==> src/rtl/cgc_pkg.sv <==
package cgc_pkg;
   // Register byte addresses (word aligned except ADDR_PCLK, one register per word)
   localparam logic [7:0] ADDR_PCLK = 8'h12;
   localparam logic [7:0] ADDR_PROT = 8'h00;
   localparam logic [7:0] ADDR_CTL0 = 8'h04;
   localparam logic [7:0] ADDR_CTL1 = 8'h08;
   localparam logic [7:0] ADDR_CTL2 = 8'h0c;
   localparam logic [7:0] ADDR_MODE = 8'h10;
   localparam logic [7:0] ADDR_STAT = 8'h14;
   // Printed offset 0x12 is not word aligned: it is an index
   localparam logic [7:0] IDX_PCLK = 8'h12;
   localparam logic [9:0] BADDR_PCLK = {IDX_PCLK, 2'b00};
   // Protect register
   localparam int PROT_UNLOCK = 0;
   // Control 0
   localparam int C0_MAIN_WAIT = 2;
   localparam int C0_SUB_DRV = 3;
   localparam int C0_SUB_PIN = 4;
   localparam int C0_MAIN_STOP = 5;
   localparam int C0_DIV8 = 6;
   localparam int C0_SUB_SEL = 7;
   localparam logic [7:0] CTL0_RST = 8'h48;
   // Control 1
   localparam int C1_STOP = 0;
   localparam int C1_PLL_SEL = 1;
   localparam int C1_LOCO_OFF = 4;
   localparam int C1_MAIN_DRV = 5;
   localparam logic [7:0] CTL1_RST = 8'h20;
   // Control 2
   localparam int C2_DET_EN = 0;
   localparam int C2_LOCO_SEL = 1;
   localparam int C2_FLAG = 2;
   localparam int C2_MSTOP = 3;
   localparam int C2_ACTION = 7;
   localparam logic [7:0] CTL2_RST = 8'h02;
   // Mode register
   localparam int MD_LOCK = 1;
   localparam int MD_COUNT_SOURCE_PROTECT = 2;
   localparam int MD_PLL_EN = 3;
   // Peripheral clock select
   localparam int PC_TIMER = 0;
   localparam int PC_SERIAL = 1;
   localparam logic [7:0] PCLK_RST = 8'h03;
   localparam logic [7:0] PCLK_WMASK = 8'h03;
   localparam logic [31:0] UNMAPPED_RD = 32'h0000_0000;
endpackage : cgc_pkg

==> src/rtl/cgc_sync.sv <==
`timescale 1ns/1ps
// Three-stage pin synchroniser; a change counts once stages 2 and 3 agree
module cgc_sync (
   input wire logic clk_sys,
   input wire logic resetn,
   input wire logic pin_in,
   output logic level_q,
   output logic rise_q,
   output logic fall_q
);
   logic s1_q;
   logic s2_q;
   logic s3_q;

   always_ff @(posedge clk_sys) begin
      if (!resetn) begin
         s1_q <= 1'b0;
         s2_q <= 1'b0;
         s3_q <= 1'b0;
      end else begin
         s1_q <= pin_in;
         s2_q <= s1_q;
         s3_q <= s2_q;
      end
   end

   always_ff @(posedge clk_sys) begin
      if (!resetn) begin
         level_q <= 1'b0;
         rise_q <= 1'b0;
         fall_q <= 1'b0;
      end else begin
         rise_q <= (s2_q == s3_q) && s3_q && !level_q;
         fall_q <= (s2_q == s3_q) && !s3_q && level_q;
         if (s2_q == s3_q) begin
            level_q <= s3_q;
         end
      end
   end
endmodule : cgc_sync

==> src/rtl/cgc_clkmux.sv <==
`timescale 1ns/1ps
// Peripheral full/half-rate clock enables
module cgc_clkmux (
   input wire logic clk_sys,
   input wire logic resetn,
   input wire logic timer_clock_rate_select,
   input wire logic serial_clock_rate_select,
   output logic timer_clk_en,
   output logic serial_clk_en
);
   logic half_q;

   always_ff @(posedge clk_sys) begin
      if (!resetn) begin
         half_q <= 1'b0;
      end else begin
         half_q <= !half_q;
      end
   end

   // Enables rather than gated clocks keep one clock tree
   assign timer_clk_en = timer_clock_rate_select | half_q;
   assign serial_clk_en = serial_clock_rate_select | half_q;
endmodule : cgc_clkmux

==> src/rtl/cgc_top.sv <==
`timescale 1ns/1ps
module cgc_top (
   input wire logic clk_sys,
   input wire logic resetn,
   input wire logic osc_det_resetn,
   input wire logic [9:0] avs_address,
   input wire logic avs_read,
   input wire logic avs_write,
   input wire logic [31:0] avs_writedata,
   input wire logic [3:0] avs_byteenable,
   output logic [31:0] avs_readdata,
   output logic avs_waitrequest,
   input wire logic main_osc_running,
   input wire logic stop_mode_exit,
   output logic osc_stop_irq,
   output logic xout_hold_high,
   output logic main_feedback_off,
   output logic sub_pins_hiz,
   output logic [1:0] cpu_clock_source,
   output logic main_osc_stop,
   output logic fixed_div8_select,
   output logic sub_osc_drive_high,
   output logic main_drive_capacity,
   output logic loco_off,
   output logic pll_enable,
   output logic timer_clk_en,
   output logic serial_clk_en
);
   import cgc_pkg::*;

   logic [7:0] prot_q;
   logic [7:0] ctl0_q;
   logic [7:0] ctl1_q;
   logic [7:0] ctl2_q;
   logic [7:0] mode_q;
   logic [7:0] pclk_q;
   logic rd_done_q;
   logic wr_done_q;
   logic main_up;
   logic main_rise;
   logic main_fall;
   logic wr_acc;
   logic [7:0] wbyte;
   logic unlocked;
   logic lock;
   logic stop_entry;
   logic main_src;
   logic low_speed;
   logic pclk_sel;

   function automatic logic [7:0] lane(input logic [9:0] a,
                                       input logic [31:0] d);
      unique case (a[1:0])
         2'b00: lane = d[7:0];
         2'b01: lane = d[15:8];
         2'b10: lane = d[23:16];
         default: lane = d[31:24];
      endcase
   endfunction : lane

   function automatic logic hit(input logic [9:0] a,
                                input logic [7:0] off);
      hit = (a[9:2] == off[7:2]) && (a[9:8] == 2'b00);
   endfunction : hit

   cgc_sync u_main_sync (
      .clk_sys(clk_sys),
      .resetn(resetn),
      .pin_in(main_osc_running),
      .level_q(main_up),
      .rise_q(main_rise),
      .fall_q(main_fall)
   );

   cgc_clkmux u_clkmux (
      .clk_sys(clk_sys),
      .resetn(resetn),
      .timer_clock_rate_select(pclk_q[PC_TIMER]),
      .serial_clock_rate_select(pclk_q[PC_SERIAL]),
      .timer_clk_en(timer_clk_en),
      .serial_clk_en(serial_clk_en)
   );

   // One wait state: answers one cycle after the request is seen
   assign avs_waitrequest = (avs_read && !rd_done_q)
      || (avs_write && !wr_done_q);
   // Write lands on the edge that ends the wait, as the master sees it
   assign wr_acc = avs_write && wr_done_q;
   // Peripheral select sits at a word index, not a byte offset
   assign pclk_sel = (avs_address[9:2] == BADDR_PCLK[9:2]);
   assign wbyte = lane(avs_address, avs_writedata);
   assign unlocked = prot_q[PROT_UNLOCK];
   assign lock = mode_q[MD_LOCK];
   assign stop_entry = wr_acc && unlocked && hit(avs_address, ADDR_CTL1)
      && wbyte[C1_STOP] && !lock && !mode_q[MD_COUNT_SOURCE_PROTECT];
   assign main_src = !ctl0_q[C0_SUB_SEL] && !ctl2_q[C2_LOCO_SEL]
      && !ctl1_q[C1_PLL_SEL];
   assign low_speed = ctl0_q[C0_SUB_SEL];

   always_ff @(posedge clk_sys) begin
      if (!resetn) begin
         rd_done_q <= 1'b0;
         wr_done_q <= 1'b0;
      end else begin
         rd_done_q <= avs_read && !rd_done_q;
         wr_done_q <= avs_write && !wr_done_q;
      end
   end

   always_ff @(posedge clk_sys) begin
      if (!resetn) begin
         prot_q <= 8'h00;
      end else if (wr_acc && hit(avs_address, ADDR_PROT)) begin
         prot_q <= {7'h00, wbyte[PROT_UNLOCK]};
      end
   end

   // Lock is sticky: software cannot clear it once set
   always_ff @(posedge clk_sys) begin
      if (!resetn) begin
         mode_q <= 8'h00;
      end else if (wr_acc && unlocked && hit(avs_address, ADDR_MODE)) begin
         mode_q[MD_LOCK] <= mode_q[MD_LOCK] | wbyte[MD_LOCK];
         mode_q[MD_COUNT_SOURCE_PROTECT] <= mode_q[MD_COUNT_SOURCE_PROTECT] | wbyte[MD_COUNT_SOURCE_PROTECT];
         if (!lock) begin
            mode_q[MD_PLL_EN] <= wbyte[MD_PLL_EN];
         end
      end
   end

   always_ff @(posedge clk_sys) begin
      if (!resetn) begin
         ctl0_q <= CTL0_RST;
      end else begin
         if (wr_acc && unlocked && hit(avs_address, ADDR_CTL0)) begin
            ctl0_q[C0_SUB_PIN] <= wbyte[C0_SUB_PIN];
            ctl0_q[C0_SUB_DRV] <= wbyte[C0_SUB_DRV];
            ctl0_q[C0_DIV8] <= wbyte[C0_DIV8];
            if (!lock) begin
               ctl0_q[C0_MAIN_WAIT] <= wbyte[C0_MAIN_WAIT];
               ctl0_q[C0_MAIN_STOP] <= wbyte[C0_MAIN_STOP];
               ctl0_q[C0_SUB_SEL] <= wbyte[C0_SUB_SEL];
            end
         end
         if (!ctl0_q[C0_SUB_PIN] || stop_entry) begin
            ctl0_q[C0_SUB_DRV] <= 1'b1;
         end
         if (stop_entry) begin
            ctl0_q[C0_DIV8] <= 1'b1;
         end
         if (ctl0_q[C0_MAIN_STOP]
             && (ctl0_q[C0_SUB_SEL] || !ctl2_q[C2_LOCO_SEL])) begin
            ctl0_q[C0_DIV8] <= 1'b1;
         end
      end
   end

   always_ff @(posedge clk_sys) begin
      if (!resetn) begin
         ctl1_q <= CTL1_RST;
      end else begin
         if (wr_acc && unlocked && hit(avs_address, ADDR_CTL1)) begin
            ctl1_q[C1_MAIN_DRV] <= wbyte[C1_MAIN_DRV];
            if (!lock) begin
               ctl1_q[C1_PLL_SEL] <= wbyte[C1_PLL_SEL];
            end
            if (stop_entry) begin
               ctl1_q[C1_STOP] <= 1'b1;
            end
            // Forced-on cases below override an attempt to set it
            ctl1_q[C1_LOCO_OFF] <= wbyte[C1_LOCO_OFF];
         end
         if (stop_exit_seen()) begin
            ctl1_q[C1_STOP] <= 1'b0;
         end
         if (stop_entry || (ctl0_q[C0_MAIN_STOP] && low_speed)) begin
            ctl1_q[C1_MAIN_DRV] <= 1'b1;
         end
         if (ctl0_q[C0_MAIN_STOP]
             && (ctl0_q[C0_SUB_SEL] || !ctl2_q[C2_LOCO_SEL])) begin
            ctl1_q[C1_MAIN_DRV] <= 1'b1;
         end
         if (ctl2_q[C2_LOCO_SEL]) begin
            ctl1_q[C1_LOCO_OFF] <= 1'b0;
         end
         if (mode_q[MD_COUNT_SOURCE_PROTECT]) begin
            ctl1_q[C1_LOCO_OFF] <= 1'b0;
         end
      end
   end

   function automatic logic stop_exit_seen();
      stop_exit_seen = stop_mode_exit;
   endfunction : stop_exit_seen

   // Detection-reset keeps enable, LOCO select and action
   always_ff @(posedge clk_sys) begin
      if (!resetn) begin
         ctl2_q <= CTL2_RST;
      end else if (!osc_det_resetn) begin
         ctl2_q[C2_FLAG] <= 1'b0;
      end else begin
         if (wr_acc && unlocked && hit(avs_address, ADDR_CTL2)) begin
            ctl2_q[C2_ACTION] <= wbyte[C2_ACTION];
            ctl2_q[C2_LOCO_SEL] <= wbyte[C2_LOCO_SEL];
            if (!lock) begin
               ctl2_q[C2_DET_EN] <= wbyte[C2_DET_EN];
            end
            if (!wbyte[C2_FLAG]) begin
               ctl2_q[C2_FLAG] <= 1'b0;
            end
         end
         ctl2_q[C2_MSTOP] <= !main_up;
         if (ctl2_q[C2_DET_EN] && (main_fall || main_rise)) begin
            ctl2_q[C2_FLAG] <= 1'b1;
         end
         if (ctl2_q[C2_DET_EN] && ctl2_q[C2_ACTION] && main_fall
             && main_src) begin
            ctl2_q[C2_LOCO_SEL] <= 1'b1;
         end
      end
   end

   // With PLL as source the LOCO select is left alone by design
   always_ff @(posedge clk_sys) begin
      if (!resetn) begin
         osc_stop_irq <= 1'b0;
      end else begin
         osc_stop_irq <= ctl2_q[C2_DET_EN] && ctl2_q[C2_ACTION]
            && (main_fall || main_rise) && !ctl2_q[C2_FLAG];
      end
   end

   always_ff @(posedge clk_sys) begin
      if (!resetn) begin
         pclk_q <= PCLK_RST;
      end else if (wr_acc && unlocked && pclk_sel) begin
         pclk_q <= wbyte & PCLK_WMASK;
      end
   end

   always_ff @(posedge clk_sys) begin
      if (!resetn) begin
         avs_readdata <= 32'h0000_0000;
      end else if (avs_read && !rd_done_q) begin
         unique case (1'b1)
            hit(avs_address, ADDR_PROT): avs_readdata <= {24'h0, prot_q};
            hit(avs_address, ADDR_CTL0): avs_readdata <= {24'h0, ctl0_q};
            hit(avs_address, ADDR_CTL1): avs_readdata <= {24'h0, ctl1_q};
            hit(avs_address, ADDR_CTL2): avs_readdata <= {24'h0, ctl2_q};
            hit(avs_address, ADDR_MODE): avs_readdata <= {24'h0, mode_q};
            pclk_sel: avs_readdata <= {24'h0, pclk_q};
            default: avs_readdata <= UNMAPPED_RD;
         endcase
      end
   end

   assign xout_hold_high = ctl1_q[C1_STOP] || ctl0_q[C0_MAIN_STOP];
   assign main_feedback_off = ctl1_q[C1_STOP];
   assign sub_pins_hiz = ctl1_q[C1_STOP];
   assign cpu_clock_source = ctl0_q[C0_SUB_SEL] ? 2'h1
      : ctl2_q[C2_LOCO_SEL] ? 2'h2
      : ctl1_q[C1_PLL_SEL] ? 2'h3 : 2'h0;
   assign main_osc_stop = ctl0_q[C0_MAIN_STOP];
   assign fixed_div8_select = ctl0_q[C0_DIV8];
   assign sub_osc_drive_high = ctl0_q[C0_SUB_DRV];
   assign main_drive_capacity = ctl1_q[C1_MAIN_DRV];
   assign loco_off = ctl1_q[C1_LOCO_OFF];
   assign pll_enable = mode_q[MD_PLL_EN];
endmodule : cgc_top

==> config.mk <==
export PLATFORM = sky130hd
export DESIGN_NAME = cgc_top
export DESIGN_NICKNAME = d
export VERILOG_FILES = /design/src/rtl/cgc_pkg.sv /design/src/rtl/cgc_sync.sv /design/src/rtl/cgc_clkmux.sv /design/src/rtl/cgc_top.sv
export SDC_FILE = /design/constraint.sdc
export NUM_CORES = 1
export LEC_CHECK = 0
export BUFFER_PORTS_ARGS = -buffer_cell sky130_fd_sc_hd__clkbuf_2
export CAP_MARGIN = 20
export CORE_ASPECT_RATIO = 1.2
export CORE_MARGIN = 2
export CORE_UTILIZATION = 50
export DETAILED_ROUTE_END_ITERATION = 12
export GPL_TIMING_DRIVEN = 0
export PLACE_DENSITY = 0.85
export SLEW_MARGIN = 5
export SYNTH_ARGS = -nofsm -noshare
export SYNTH_HDL_FRONTEND = slang
export SYNTH_SLANG_ARGS = --single-unit
==> constraint.sdc <==
create_clock -name clk_sys -period 3.4 [get_ports clk_sys]
set_input_delay 0.34 -clock clk_sys [delete_from_list [all_inputs] [get_ports clk_sys]]
set_output_delay 0.34 -clock clk_sys [all_outputs]
set_load 0.03 [all_outputs]
==> out/qor.txt <==
first-pass GRT wire length: 8700 microns
post-synthesis mux area share: 0.1747
r2r startpoint: wr_done_q
Hold Path Class: in2reg
Worst Hold Margin: 207.4 ps
Hold Startpoint: stop_mode_exit
max frequency: 544.2 MHz
Clock Root Buffer: clkbuf_8
ys async rst share: 0
Avg Inst Size Synth: 9.312 sq um
post-synthesis adder-cell area fraction: 0.01153
cell taking the most area after synthesis: dfxtp_1
setup bufs post-CTS: 0
commonest non-fill, non-tap cells in the layout: clkbuf_2, dfxtp_1, buf_4
Crit path required time: 3060 ps
Final nets: 387
sw power: 254.3 uW
I/O Pins: 100
vias per std cell: 5.358
clk_skew: 7.342 ps
largest net degree at the start of global routing: 12
sequential area share after synthesis: 0.3599
Synth Register Bits: 39
Clk pwr share: 0.371
Rows: 26
Synth top area share: 0.3599
FILL cells: 357
clk_lat worst skew: 290 ps
internal power: 745.0 uW
most common cell after layout, fill and taps aside: clkbuf_2
cells after synthesis: 233
Compound-Gate Fraction of Synth Area: 0.09227
post-layout util: 0.6559
crit path DAT: 1500 ps
Hold Fails Final Rpt: 0
Total GRT Usage: 0.2233
clk buf depth: 2
via count: 2079
area of the mapped netlist: 2170 sq um
Tmin final: 1838 ps
Pwr Total: 999.3 uW
sw frac: 0.2545
drt wl/cell: 13.94 microns
max-cap viol count: 0
gpl congestion: 0.9103
1st-iter DRT viols: 87
outcome: finished clean
IO buf count: 69
crit path max fanout: 10
Antenna Nets Post-Route: 0
Starting Density: 0.5130
Num CTS Buffers: 5
RSZ-0062 raised after global routing: false
Setup TNS Final: 0 ps
# clock sinks: 39
total routed wirelength: 5410 microns
Synth area leaders: dfxtp_1, buf_4, mux4_2
sequential share of power: 0.464
CP Capture Type: output port
xor/xnor share of the synthesized area: 0
Slew Limit Fails: 0
WHS Path Cells: 2
die area: 4884 sq um
ys flop type: dfxtp_1
Distinct cells, synth: 45
1st-pass router iterations: 4
Critical Path Start Type: flip-flop
WHS Endpoint: ctl1_q[0]
r2r endpoint: ctl0_q[3]
combinational share of power: 0.165
GRT overflow: 0
Worst R2R Setup Slack: 1780 ps
vias in the first global route: 1979
Setup violations, final: 0
Synth Area in Simple Gates: 0.2393
area grow syn2layout: 27.85%
Post-route DRC: 0
worst setup margin: 1562 ps
die width: 64.13 microns
largest family of logic cells by synthesized area: simple AND/OR/NAND/NOR gates
Max IR drop VDD: 231.9 uV
CORE AREA: 4229 sq um
TritonCTS clock tree: done
Place WS: 1553 ps
n_diodes: 0
share of layout cells above drive strength 1: 0.3584
critical path type: reg2out
H-tree depth: 2
Leakage: 1.349 nW
Die Height: 76.16 microns
Pwr Density: 360.3 nW/um^2
post_cts resized: 0
period utilization: 0.5405
Post-synth EDFFs: 0
worst r2r path cells: 5
initial antenna violation count: 0
Synth Warn #: 0
hold buffer count at cts: 0
clock-pin slew on the worst setup and hold paths: 80 ps
detailed placement HPWL: 4338 microns
[metal layers]
| metal | share of wire | global-route usage |
|---|---|---|
| met1 | 0.39 | 0.2481 |
| met2 | 0.52 | 0.4146 |
| met3 | 0.072 | 0.03840 |
| met4 | 0.019 | 0.08511 |
| met5 | 0 | 0 |
[worst max path at each step]
stage                         from         endpoint  slack [ps]  depth (start not counted)
floorplan           avs_address[3]        mode_q[3]        1860                          4
global placement    avs_address[5]        ctl1_q[0]        1580                          6
detailed placement  avs_address[5]        ctl1_q[0]        1550                          6
CTS                      rd_done_q  avs_waitrequest        1570                          4
global route             rd_done_q  avs_waitrequest        1480                          4
finish                   rd_done_q  avs_waitrequest        1560                          4
[sequential cells by signal, summed over array words and instances, names as in the netlist, 2 cells and up]
name,count
pclk_q,2
mode_q,3
ctl1_q,4
avs_readdata,8
ctl0_q,6
ctl2_q,5
[final cells by class]
cell class                 instances  area, sq um  area share
buffer                            36        231.5     0.08345
clock buffer                       6        72.57     0.02616
clock inverter                     1        30.03     0.01083
inverter                           8        30.03     0.01083
multi-input combinational        173         1214      0.4375
sequential                        39        780.7      0.2815
tap                               56        70.07     0.02526
timing repair buffer              69        345.3      0.1245
[kinds of logic after synthesis]
group,after synthesis
and+or+nand+nor,90
buffers and inverters,44
other,1
DFF,39
AOI/OAI and AO/OA,30
adders and majority gates,2
muxes,27
[worst max-delay path, stage by stage (launching register included)]
cell	delay [ps]
dfxtp_1	330
nand2b_1	130
clkbuf_1	380
o21ai_0	160
clkbuf_2	210
[synthesized netlist by cell type, drive strengths merged, types with 2 or more instances]
cell type	count
nand2	11
nor3b	3
buf	27
nor2	17
mux2i	15
nor2b	3
or2	3
o21ai	4
nand2b	2
mux4	8
o31ai	2
nand4	14
a22o	3
nor4b	2
mux2	4
a211oi	2
and2	4
inv	8
a32oi	2
a22oi	2
nand3	16
ha	2
and3	3
nor3	5
a21oi	11
clkbuf	9
dfxtp	39
[per-stage QoR]
stage | instances | cell area [sq um]
2_1_floorplan | 256 | 2256
3_3_place_gp | 381 | 2671
4_1_cts | 388 | 2774
3_5_place_dp | 381 | 2671
6_report | 388 | 2774
5_1_grt | 388 | 2774
[power groups by stage]
| stage | Clock (mW) | Sequential (mW) | Combinational [mW] |
|---|---|---|---|
| after floorplan | 0 | 0.474 | 0.114 |
| after global placement | 0 | 0.474 | 0.159 |
| after detailed placement | 0 | 0.475 | 0.163 |
| after CTS | 0.373 | 0.464 | 0.163 |
| after global routing | 0.392 | 0.465 | 0.176 |
| final | 0.371 | 0.464 | 0.165 |
No activity file was read; power rests on OpenSTA's default activity.
